`src/asp_pkg.sv`:
```
// shared constants, types and states for the async serial port core
package asp_pkg;

  // ------------------------------------------------------------
  // register addresses on the internal bus
  // ------------------------------------------------------------
  localparam logic [15:0] ADDR_MODE    = 16'hff50;
  localparam logic [15:0] ADDR_TX_BUF  = 16'hff51;
  localparam logic [15:0] ADDR_RX_BUF  = 16'hff52;
  localparam logic [15:0] ADDR_ERR_ST  = 16'hff53;
  localparam logic [15:0] ADDR_TX_ST   = 16'hff55;

  // ------------------------------------------------------------
  // reset values
  // ------------------------------------------------------------
  localparam logic [7:0] MODE_RST   = 8'h01;
  localparam logic [7:0] BUF_RST    = 8'hff;
  localparam logic [7:0] READ_ZERO  = 8'h00;

  // ------------------------------------------------------------
  // mode register field positions
  // ------------------------------------------------------------
  localparam int MODE_POWER  = 7;
  localparam int MODE_TXE    = 6;
  localparam int MODE_RXE    = 5;
  localparam int MODE_PAR_HI = 4;
  localparam int MODE_PAR_LO = 3;
  localparam int MODE_CL     = 2;
  localparam int MODE_SL     = 1;
  localparam int MODE_ROUTE  = 0;

  // parity field codes
  localparam logic [1:0] PAR_NONE = 2'h0;
  localparam logic [1:0] PAR_ZERO = 2'h1;
  localparam logic [1:0] PAR_ODD  = 2'h2;
  localparam logic [1:0] PAR_EVEN = 2'h3;

  // base clock ticks per serial bit
  localparam int BIT_DIV_DEF = 16;

  // ------------------------------------------------------------
  // types
  // ------------------------------------------------------------
  typedef struct packed {
    logic [15:0] addr;
    logic [7:0]  wdata;
    logic [7:0]  wmask;
    logic        we;
    logic        re;
  } asp_bus_s;

  typedef enum logic [4:0] {
    TX_IDLE  = 5'h01,
    TX_START = 5'h02,
    TX_DATA  = 5'h04,
    TX_PAR   = 5'h08,
    TX_STOP  = 5'h10
  } asp_tx_e;

  typedef enum logic [4:0] {
    RX_IDLE  = 5'h01,
    RX_START = 5'h02,
    RX_DATA  = 5'h04,
    RX_PAR   = 5'h08,
    RX_STOP  = 5'h10
  } asp_rx_e;

endpackage : asp_pkg

```
`src/asp_core.sv`:
```
// async serial port core: mode register, buffers, shift registers
`timescale 1ns/1ps
//
// Contract
// - receive buffer loads each finished character while not full, read-only, resets to ff
// - 7-bit lsb-first fills bits 0..6; msb-first fills bits 1..7, spare bit zero
// - overrun keeps the old receive buffer, new character dropped
// - writing transmit buffer starts sending; readable, writable, resets to ff
// - shift register loads on the next base tick when idle, or in the same cycle as the frame-done irq when chained
// - shift loads and pin bits change on base clock falling-edge ticks
// - mode register at ff50, resets 01, bit or byte writable
// - power off clears status, receive buffer and resets both engines
// - clearing transmit or receive enable resets that direction
// - power off drives transmit pin high and forces receive input high
// - parity field: none, zero, odd, even
// - zero parity is never checked and never flags an error
// - char length bit selects 7 or 8 data bits both ways
// - transmitter sends one or two stops; receiver checks only one
// - routing bit sends errors to error irq or to normal receive irq
// - low receive level with power and enable set starts a reception
// - overrun flags when a character finishes while buffer is unread
module asp_core #(
  parameter int BIT_DIV = asp_pkg::BIT_DIV_DEF  // base ticks per bit
) (
  input  wire logic             clk_i,          // system clock
  input  wire logic             rst_n_i,        // sync reset, active low
  input  wire asp_pkg::asp_bus_s bus_i,         // internal bus request
  input  wire logic             base_tick_i,    // base clock falling edge
  input  wire logic             msb_first_i,    // bit order select
  input  wire logic             receive_pin_i,  // serial input
  output logic [7:0]            rdata_o,        // read data, next cycle
  output logic                  transmit_pin_o, // serial output
  output logic                  tx_done_irq_o,  // frame sent pulse
  output logic                  rx_done_irq_o,  // character received pulse
  output logic                  rx_err_irq_o    // receive error pulse
);

  localparam int CW = $clog2(BIT_DIV) + 1;
  localparam logic [CW-1:0] LAST = CW'(BIT_DIV - 1);
  localparam logic [CW-1:0] HALF = CW'(BIT_DIV / 2 - 1);

  logic [7:0]       mode;
  logic [7:0]       tx_buf;
  logic [7:0]       rx_buf;
  logic             tx_full;
  logic [7:0]       tx_shift;
  logic [CW-1:0]    tx_cnt;
  logic [2:0]       tx_idx;
  logic             tx_par;
  asp_pkg::asp_tx_e tx_st;
  logic             rx_full;
  logic [7:0]       rx_shift;
  logic [CW-1:0]    rx_cnt;
  logic [2:0]       rx_idx;
  logic             rx_par;
  logic             rx_perr;
  asp_pkg::asp_rx_e rx_st;
  logic             ovr_flag;
  logic             par_flag;
  logic             frm_flag;

  // ------------------------------------------------------------
  // decoded controls
  // ------------------------------------------------------------
  logic       pwr, txe, rxe, cl8, sl2, route;
  logic [1:0] par_mode;
  logic       wr_mode, wr_tx, rd_rx, rd_err;
  logic       tx_wr, tx_bit, rx_in, rx_fin, rx_ferr;
  logic [2:0] last_idx;
  logic [7:0] rx_word;

  assign pwr      = mode[asp_pkg::MODE_POWER];
  assign txe      = mode[asp_pkg::MODE_TXE];
  assign rxe      = mode[asp_pkg::MODE_RXE];
  assign par_mode = mode[asp_pkg::MODE_PAR_HI:asp_pkg::MODE_PAR_LO];
  assign cl8      = mode[asp_pkg::MODE_CL];
  assign sl2      = mode[asp_pkg::MODE_SL];
  assign route    = mode[asp_pkg::MODE_ROUTE];
  assign last_idx = cl8 ? 3'h7 : 3'h6;

  // address decode; side effects need the strobe
  assign wr_mode = bus_i.we && bus_i.addr == asp_pkg::ADDR_MODE;
  assign wr_tx   = bus_i.we && bus_i.addr == asp_pkg::ADDR_TX_BUF;
  assign rd_rx   = bus_i.re && bus_i.addr == asp_pkg::ADDR_RX_BUF;
  assign rd_err  = bus_i.re && bus_i.addr == asp_pkg::ADDR_ERR_ST;
  assign tx_wr   = wr_tx && pwr && txe;

  // powered-down input reads as idle line
  assign rx_in = pwr ? receive_pin_i : 1'b1;

  // ------------------------------------------------------------
  // mode register
  // ------------------------------------------------------------
  // masked merge lets one bit change without touching the rest
  always_ff @(posedge clk_i) begin
    if (!rst_n_i) begin
      mode <= asp_pkg::MODE_RST;
    end else if (wr_mode) begin
      mode <= (mode & ~bus_i.wmask) | (bus_i.wdata & bus_i.wmask);
    end
  end

  // ------------------------------------------------------------
  // transmit buffer
  // ------------------------------------------------------------
  // stores even when disabled so software can preload it
  always_ff @(posedge clk_i) begin
    if (!rst_n_i) begin
      tx_buf <= asp_pkg::BUF_RST;
    end else if (wr_tx) begin
      tx_buf <= bus_i.wdata;
    end
  end

  // bit about to leave, in the selected order
  assign tx_bit = msb_first_i ? tx_shift[7] : tx_shift[0];

  // ------------------------------------------------------------
  // transmit engine
  // ------------------------------------------------------------
  // pin changes wait for a base tick unless a disable forces the pin high; writes in between are kept
  always_ff @(posedge clk_i) begin
    if (!rst_n_i || !pwr || !txe) begin
      tx_st          <= asp_pkg::TX_IDLE;
      tx_full        <= 1'b0;
      tx_shift       <= asp_pkg::BUF_RST;
      tx_cnt         <= '0;
      tx_idx         <= 3'h0;
      tx_par         <= 1'b0;
      transmit_pin_o <= 1'b1;
      tx_done_irq_o  <= 1'b0;
    end else begin
      tx_done_irq_o <= 1'b0;
      if (tx_wr) begin
        tx_full <= 1'b1;
      end
      case (tx_st)
        asp_pkg::TX_IDLE: begin
          if (tx_full && base_tick_i) begin
            tx_shift       <= tx_buf;
            tx_full        <= tx_wr;
            tx_cnt         <= '0;
            transmit_pin_o <= 1'b0;
            tx_st          <= asp_pkg::TX_START;
          end
        end
        default: begin
          if (base_tick_i && tx_cnt != LAST) begin
            tx_cnt <= tx_cnt + CW'(1);
          end else if (base_tick_i) begin
            tx_cnt <= '0;
            case (tx_st)
              asp_pkg::TX_START: begin
                transmit_pin_o <= tx_bit;
                tx_par         <= tx_bit;
                tx_shift       <= msb_first_i ? {tx_shift[6:0], 1'b0}
                                              : {1'b0, tx_shift[7:1]};
                tx_idx         <= 3'h0;
                tx_st          <= asp_pkg::TX_DATA;
              end
              asp_pkg::TX_DATA: begin
                if (tx_idx != last_idx) begin
                  transmit_pin_o <= tx_bit;
                  tx_par         <= tx_par ^ tx_bit;
                  tx_shift       <= msb_first_i ? {tx_shift[6:0], 1'b0}
                                                : {1'b0, tx_shift[7:1]};
                  tx_idx         <= tx_idx + 3'h1;
                end else if (par_mode == asp_pkg::PAR_NONE) begin
                  transmit_pin_o <= 1'b1;
                  tx_idx         <= 3'h0;
                  tx_st          <= asp_pkg::TX_STOP;
                end else begin
                  // zero parity sends a constant low bit
                  case (par_mode)
                    asp_pkg::PAR_ODD:  transmit_pin_o <= ~tx_par;
                    asp_pkg::PAR_EVEN: transmit_pin_o <= tx_par;
                    default:           transmit_pin_o <= 1'b0;
                  endcase
                  tx_st <= asp_pkg::TX_PAR;
                end
              end
              asp_pkg::TX_PAR: begin
                transmit_pin_o <= 1'b1;
                tx_idx         <= 3'h0;
                tx_st          <= asp_pkg::TX_STOP;
              end
              default: begin
                if (sl2 && tx_idx == 3'h0) begin
                  tx_idx <= 3'h1;
                end else begin
                  tx_done_irq_o <= 1'b1;
                  // chained frame: reload in the cycle of the done pulse
                  if (tx_full) begin
                    tx_shift       <= tx_buf;
                    tx_full        <= tx_wr;
                    transmit_pin_o <= 1'b0;
                    tx_st          <= asp_pkg::TX_START;
                  end else begin
                    tx_st <= asp_pkg::TX_IDLE;
                  end
                end
              end
            endcase
          end
        end
      endcase
    end
  end

  // ------------------------------------------------------------
  // receive engine
  // ------------------------------------------------------------
  // start bit is re-checked at mid-bit so a glitch does not frame
  always_ff @(posedge clk_i) begin
    if (!rst_n_i || !pwr || !rxe) begin
      rx_st    <= asp_pkg::RX_IDLE;
      rx_shift <= asp_pkg::BUF_RST;
      rx_cnt   <= '0;
      rx_idx   <= 3'h0;
      rx_par   <= 1'b0;
      rx_perr  <= 1'b0;
    end else if (base_tick_i) begin
      rx_cnt <= rx_cnt + CW'(1);
      case (rx_st)
        asp_pkg::RX_IDLE: begin
          rx_cnt <= '0;
          if (!rx_in) begin
            rx_st <= asp_pkg::RX_START;
          end
        end
        asp_pkg::RX_START: begin
          if (rx_cnt == HALF) begin
            rx_cnt  <= '0;
            rx_idx  <= 3'h0;
            rx_par  <= 1'b0;
            rx_perr <= 1'b0;
            rx_st   <= rx_in ? asp_pkg::RX_IDLE : asp_pkg::RX_DATA;
          end
        end
        asp_pkg::RX_DATA: begin
          if (rx_cnt == LAST) begin
            rx_cnt   <= '0;
            rx_par   <= rx_par ^ rx_in;
            rx_shift <= msb_first_i ? {rx_shift[6:0], rx_in}
                                    : {rx_in, rx_shift[7:1]};
            rx_idx   <= rx_idx + 3'h1;
            if (rx_idx == last_idx) begin
              rx_st <= (par_mode == asp_pkg::PAR_NONE) ? asp_pkg::RX_STOP
                                                       : asp_pkg::RX_PAR;
            end
          end
        end
        asp_pkg::RX_PAR: begin
          if (rx_cnt == LAST) begin
            rx_cnt <= '0;
            // zero parity is taken but never judged
            case (par_mode)
              asp_pkg::PAR_ODD:  rx_perr <= ~(rx_par ^ rx_in);
              asp_pkg::PAR_EVEN: rx_perr <= rx_par ^ rx_in;
              default:           rx_perr <= 1'b0;
            endcase
            rx_st <= asp_pkg::RX_STOP;
          end
        end
        default: begin
          if (rx_cnt == LAST) begin
            rx_st <= asp_pkg::RX_IDLE;
          end
        end
      endcase
    end
  end

  // first stop bit sample ends the character
  assign rx_fin  = pwr && rxe && base_tick_i && rx_st == asp_pkg::RX_STOP
                   && rx_cnt == LAST;
  assign rx_ferr = !rx_in;

  // place a 7-bit character by bit order
  always_comb begin
    if (cl8) begin
      rx_word = rx_shift;
    end else if (msb_first_i) begin
      rx_word = {rx_shift[6:0], 1'b0};
    end else begin
      rx_word = {1'b0, rx_shift[7:1]};
    end
  end

  // ------------------------------------------------------------
  // receive buffer and its full marker
  // ------------------------------------------------------------
  always_ff @(posedge clk_i) begin
    if (!rst_n_i || !pwr) begin
      rx_buf <= asp_pkg::BUF_RST;
    end else if (rx_fin && !rx_full) begin
      rx_buf <= rx_word;
    end
  end

  // a finish in the read cycle keeps the marker set
  always_ff @(posedge clk_i) begin
    if (!rst_n_i || !pwr || !rxe) begin
      rx_full <= 1'b0;
    end else if (rx_fin) begin
      rx_full <= 1'b1;
    end else if (rd_rx) begin
      rx_full <= 1'b0;
    end
  end

  // ------------------------------------------------------------
  // error flags, cleared by reading the error status
  // ------------------------------------------------------------
  always_ff @(posedge clk_i) begin
    if (!rst_n_i || !pwr) begin
      ovr_flag <= 1'b0;
      par_flag <= 1'b0;
      frm_flag <= 1'b0;
    end else begin
      ovr_flag <= (rx_fin && rx_full) || (ovr_flag && !rd_err);
      par_flag <= (rx_fin && rx_perr) || (par_flag && !rd_err);
      frm_flag <= (rx_fin && rx_ferr) || (frm_flag && !rd_err);
    end
  end

  // ------------------------------------------------------------
  // receive interrupts
  // ------------------------------------------------------------
  // an error goes to exactly one of the two outputs
  always_ff @(posedge clk_i) begin
    if (!rst_n_i) begin
      rx_done_irq_o <= 1'b0;
      rx_err_irq_o  <= 1'b0;
    end else begin
      rx_err_irq_o  <= rx_fin && !route
                       && (rx_full || rx_perr || rx_ferr);
      rx_done_irq_o <= rx_fin && (route
                       || !(rx_full || rx_perr || rx_ferr));
    end
  end

  // ------------------------------------------------------------
  // read data
  // ------------------------------------------------------------
  // unmapped or idle reads return zero
  always_ff @(posedge clk_i) begin
    if (!rst_n_i) begin
      rdata_o <= asp_pkg::READ_ZERO;
    end else if (bus_i.re) begin
      case (bus_i.addr)
        asp_pkg::ADDR_MODE:   rdata_o <= mode;
        asp_pkg::ADDR_TX_BUF: rdata_o <= tx_buf;
        asp_pkg::ADDR_RX_BUF: rdata_o <= rx_buf;
        asp_pkg::ADDR_ERR_ST: rdata_o <= {5'h00, par_flag, frm_flag, ovr_flag};
        asp_pkg::ADDR_TX_ST:  rdata_o <= {6'h00, tx_full,
                                          tx_st != asp_pkg::TX_IDLE};
        default:              rdata_o <= asp_pkg::READ_ZERO;
      endcase
    end else begin
      rdata_o <= asp_pkg::READ_ZERO;
    end
  end

endmodule : asp_core

```
`config.mk`:
```
export PLATFORM = sky130hd
export DESIGN_NAME = asp_core
export DESIGN_NICKNAME = d
export VERILOG_FILES = /design/src/asp_pkg.sv /design/src/asp_core.sv
export SDC_FILE = /design/constraint.sdc
export NUM_CORES = 1
export LEC_CHECK = 0
export BUFFER_PORTS_ARGS = -buffer_cell sky130_fd_sc_hd__buf_2
export CORE_MARGIN = 3
export CORE_UTILIZATION = 25
export CTS_BUF_LIST = sky130_fd_sc_hd__clkbuf_2
export DETAILED_ROUTE_END_ITERATION = 10
export SYNTH_ARGS = -nofsm -noshare
export SYNTH_HDL_FRONTEND = slang
export SYNTH_SLANG_ARGS = --single-unit
```
`constraint.sdc`:
```
create_clock -name clk_i -period 2.66 [get_ports clk_i]
set_clock_uncertainty 0.15 [all_clocks]
set_input_delay 0.133 -clock clk_i [delete_from_list [all_inputs] [get_ports clk_i]]
set_output_delay 0.133 -clock clk_i [all_outputs]
set_load 0.02 [all_outputs]
```
==> impl_table.tex <==
\begin{tabular}{lr}
\hline
Metric & Value \\
\hline
\multicolumn{2}{l}{\textbf{Global routing}} \\
\quad Antenna violations before repair & 1 \\
\quad Aggregate global-route resource usage & roughly an eighth \\
\quad Met1 Use GR & 18.0\% \\
\quad Maximum number of pins on one net before global-route repair & 29 \\
\quad M3 GR Usage & under 10\% \\
\quad Remaining Overflow, GRT & 0 \\
\quad Wire length of the first global-routing pass & 20.5 mm \\
\quad Routing usage on met2 & a little under a fifth \\
\quad Via count of the first global-routing pass & about 4100 \\
\quad Busiest metal layer after global routing & met2 \\
\multicolumn{2}{l}{\textbf{Timing}} \\
\quad Unrepaired setup endpoints after global routing & false \\
\quad Least-Margin Pin Slew & roughly 560 ps \\
\quad Worst max-slew margin expressed relative to the limit & between 60\% and 70\% \\
\quad Total negative slack & 0 ps \\
\quad FMAX & slightly below 0.4 GHz \\
\quad Shortest period the worst path allows & approximately 2500 ps \\
\quad Final clock period utilization by the worst path & 95.6\% \\
\quad Total setup violations reported at the end of the flow & 0 \\
\quad Hold violation total from the final report & 0 \\
\quad Final Slew Violations & 0 \\
\multicolumn{2}{l}{\textbf{Logic synthesis}} \\
\quad Count of synthesis-stage warnings from yosys & 0 \\
\quad Post-synth EDFFs & 0 \\
\quad Register area share after synthesis & between 30\% and 40\% \\
\quad Gate count of the mapped netlist & roughly 540 \\
\quad FF+latch count, synth & 86 \\
\quad Average cell area after synthesis & 8.58 um\^{}2 \\
\quad Fraction of registers with async set/reset & 0\% \\
\quad Primary FF master, synth & dfxtp\_1 \\
\quad Synth cell types & 65 \\
\quad Summed instance area of the synthesized netlist & around 0.0046 mm\^{}2 \\
\quad Post-synthesis net count & slightly below 600 \\
\multicolumn{2}{l}{\textbf{Pwr}} \\
\quad Power share of the combinational group & about 6\% \\
\quad Proportion of power drawn by the clock network & around a third \\
\quad Pwr dens & approximately 370 mW/mm\^{}2 \\
\quad Peak VDD IR & between 0.15 and 0.2 mV \\
\quad Switching power of the nets & 0.547 mW \\
\quad Fraction of power spent switching nets & between 20\% and 30\% \\
\quad Fraction of power consumed by sequential logic & between 60\% and 70\% \\
\quad Post-layout power & $\sim$2.1 mW \\
\quad Static leakage & $\sim$2.4 nW \\
\quad Internal power & 1.59 mW \\
\multicolumn{2}{l}{\textbf{Place}} \\
\quad Routability Congestion & $\sim$0.85 \\
\quad HPWL after DPL & just under 9 mm \\
\quad Total of buffers placed on input and output ports & 50 \\
\multicolumn{2}{l}{\textbf{Floorplan}} \\
\quad Overall die area & just over 0.02 mm\^{}2 \\
\quad Area of the core region & roughly 0.018 mm\^{}2 \\
\quad Number of rows in the core area & 49 \\
\quad Top-level I/O count & between 50 and 60 \\
\quad Die Y-Extent & $\sim$140 um \\
\quad Die X & $\sim$140 um \\
\quad Effective utilization at floorplan & about a quarter \\
\multicolumn{2}{l}{\textbf{Route}} \\
\quad Post-Route WL & roughly 13 mm \\
\quad WL/cell & between 10 and 15 um \\
\quad Via Count & 4375 \\
\quad DR DRC count & 0 \\
\quad Post-DR vias/cell & approximately 5.0 \\
\quad DR pass1 iterations & 5 \\
\quad DRT antenna net count & 0 \\
\quad First-iteration detailed-routing DRC count & just under 300 \\
\multicolumn{2}{l}{\textbf{Clock tree}} \\
\quad Clock root cell & clkbuf\_2 \\
\quad Inserted Clock Buffers & 9 \\
\quad Number of sinks driven by the clock tree & 86 \\
\quad CTS tree & yes \\
\quad Clock Latency Late Sink & a little under 600 ps \\
\quad Level count of the clock H-tree & 3 \\
\quad Post-CTS clock slew at the launch and capture registers of the worst setup and hold paths & 250 ps \\
\quad Largest buffer count on any clock path & 2 \\
\multicolumn{2}{l}{\textbf{Layout}} \\
\quad Fill cell count & about 1900 \\
\quad Layout cell share with drive strength beyond 1 & between 15 and 20\% \\
\quad Area growth from synthesis to layout & 23.9\% \\
\quad Number of nets in the layout & 681 \\
\multicolumn{2}{l}{\textbf{Worst hold path}} \\
\quad Path category of the worst min-delay check & in -> reg \\
\multicolumn{2}{l}{\textbf{Critical path}} \\
\quad Required time at the worst-slack endpoint & 3000 ps \\
\quad Highest fanout seen on the critical path & 8 \\
\quad Setup crit start kind & flip-flop \\
\quad CP Data Arrival Time & between 2000 and 3000 ps \\
\quad CP Capture Type & flip-flop \\
\quad Kind of critical path & reg -> reg \\
\multicolumn{2}{l}{\textbf{Status}} \\
\quad Status & finished, final reports clean \\
\multicolumn{2}{l}{\textbf{Flow run}} \\
\quad Number of violations of the max-capacitance limit & 0 \\
\hline
\end{tabular}
==> sequential cells by signal (all words and copies together) (netlist names), named ones only <==
register / cells
tx_cnt: 5
rx_st: 5
rx_cnt: 5
tx_idx: 3
transmit_pin_o: 1
rx_perr: 1
rx_shift: 8
rdata_o: 8
rx_buf: 8
ovr_flag: 1
tx_st: 5
rx_full: 1
rx_idx: 3
rx_err_irq_o: 1
tx_par: 1
rx_par: 1
tx_buf: 8
rx_done_irq_o: 1
tx_full: 1
tx_done_irq_o: 1
frm_flag: 1
par_flag: 1
tx_shift: 8
==> final cells by class <==
| cell class | instances | area (um^2) | share of cell area, % |
|---|---|---|---|
| clock buffer | 11 | 55.1 | 0.957 |
| multi-input combinational | 411 | 2730 | 47.5 |
| sequential | 86 | 1720 | 29.9 |
| inverter | 11 | 41.3 | 0.718 |
| clock inverter | 5 | 58.8 | 1.02 |
| antenna | 1 | 2.50 | 0.0435 |
| timing repair buffer | 115 | 853 | 14.8 |
| tap | 229 | 287 | 4.98 |
==> power groups by stage <==
| stage | logic (mW) | registers [mW] | clock network [mW] |
|---|---|---|---|
| after global routing | 0.138 | 1.29 | 0.783 |
| after floorplan | 0.0515 | 1.32 | 0 |
| after global placement | 0.0990 | 1.32 | 0 |
| after CTS | 0.127 | 1.29 | 0.733 |
| final | 0.127 | 1.29 | 0.712 |
| after detailed placement | 0.0984 | 1.32 | 0 |
==> worst paths after layout <==
check	endpoint	from	slack, ps	cells past startpoint
hold reg to reg	rx_buf[2]	rx_buf[2]	360	2
hold / removal	rx_full	bus_i[25]	60	7
setup / recovery	rx_buf[0]	rx_cnt[0]	120	9
setup reg to reg	rx_buf[0]	rx_cnt[0]	120	9
==> critical path: stages (launching register included) <==
cell and delay, ps:
dfxtp_1 450, ha_1 230, nand3_1 120, inv_1 70
ha_1 150, or3b_2 510, nor4_4 300, nand2b_1 260
nand2_1 130, o211ai_1 90
==> logic make-up (layout without fill, tap and decap cells) <==
| group | count (synthesis) | after routing | synth area share, % |
|---|---|---|---|
| and+or+nand+nor | 208 | 209 | 23.5 |
| AOI/OAI and AO/OA | 134 | 134 | 19.1 |
| DFF | 86 | 86 | 37.1 |
| muxes | 49 | 49 | 11.6 |
| buffers and inverters | 45 | 142 | 4.56 |
| xor gates and xnor gates | 11 | 11 | 2.08 |
| adders and majority gates | 8 | 8 | 2.16 |
| other | 0 | 1 | 0 |
==> cells in the mapped netlist, types with 3 or more instances <==
cell      count  area, um^2
or4_1         4        30.0
xnor2_1       5        43.8
a41o_1        7        70.1
nor3_1        7        35.0
a31oi_1       5        31.3
nand3_1      22         110
and2_1        7        43.8
nand3b_1      3        22.5
nor3b_1       4        30.0
nor2b_1      11        68.8
o211ai_1     15         113
nor4_1        4        25.0
a211oi_1      5        37.5
nand2b_1      4        25.0
xor2_1        6        52.6
and3_1        7        43.8
mux2_2        7        78.8
nand2_1      65         244
dfxtp_1      86        1720
clkbuf_1     19        71.3
buf_2         6        30.0
a22oi_1       4        30.0
mux4_2        3        67.6
nand4_1       7        43.8
or2_2         3        18.8
or3_1         3        18.8
nand4b_1      4        35.0
o21ai_0      28         140
a21oi_1      44         220
nor2_1       41         154
buf_1         5        18.8
inv_1        11        41.3
a21o_1        3        22.5
mux2i_1      39         390
ha_1          8         100
==> per-layer routing <==
layer  wire, um  vias to the layer above
li1           -                     2164
met1       6240                     2063
met2       5550                      134
met3        629                       14
met4        203                        0
met5          0                        -
==> cells in the final DEF (no fill, tap or decap), drive strengths merged, types with 8 or more instances in the layout <==
cell type,count
buf,69
a21oi,46
mux2i,39
o21ai,29
clkbuf,11
dlygate4sd3,46
o211ai,15
nand2,65
and2,8
ha,8
nand3,22
nor2b,11
dfxtp,86
nor2,42
inv,12
==> stage by stage <==
step | setup WS (ps) | area [um^2] | util, % | cells | hold slack, ps
6_report | 118 | 5750 | 31.8 | 869 | 56.7
3_3_place_gp | 104 | 5150 | 28.5 | 805 | 222
5_1_grt | 5.61 | 5750 | 31.8 | 869 | 58.4
3_5_place_dp | 110 | 5150 | 28.5 | 805 | 221
2_1_floorplan | 189 | 4640 | - | 541 | 59.1
4_1_cts | 90.6 | 5730 | 31.7 | 867 | 2.83
==> what timing repair did <==
| action | 4_1_cts | 5_1_grt |
|---|---|---|
| gates resized for setup | 0 | 3 |
| buffers inserted | 0 | 0 |
| setup endpoints to repair | 0 | 8 |
| hold endpoints to repair | 52 | 0 |
| hold buffers | 46 | 0 |
No activity file was read; power rests on OpenSTA's default activity.
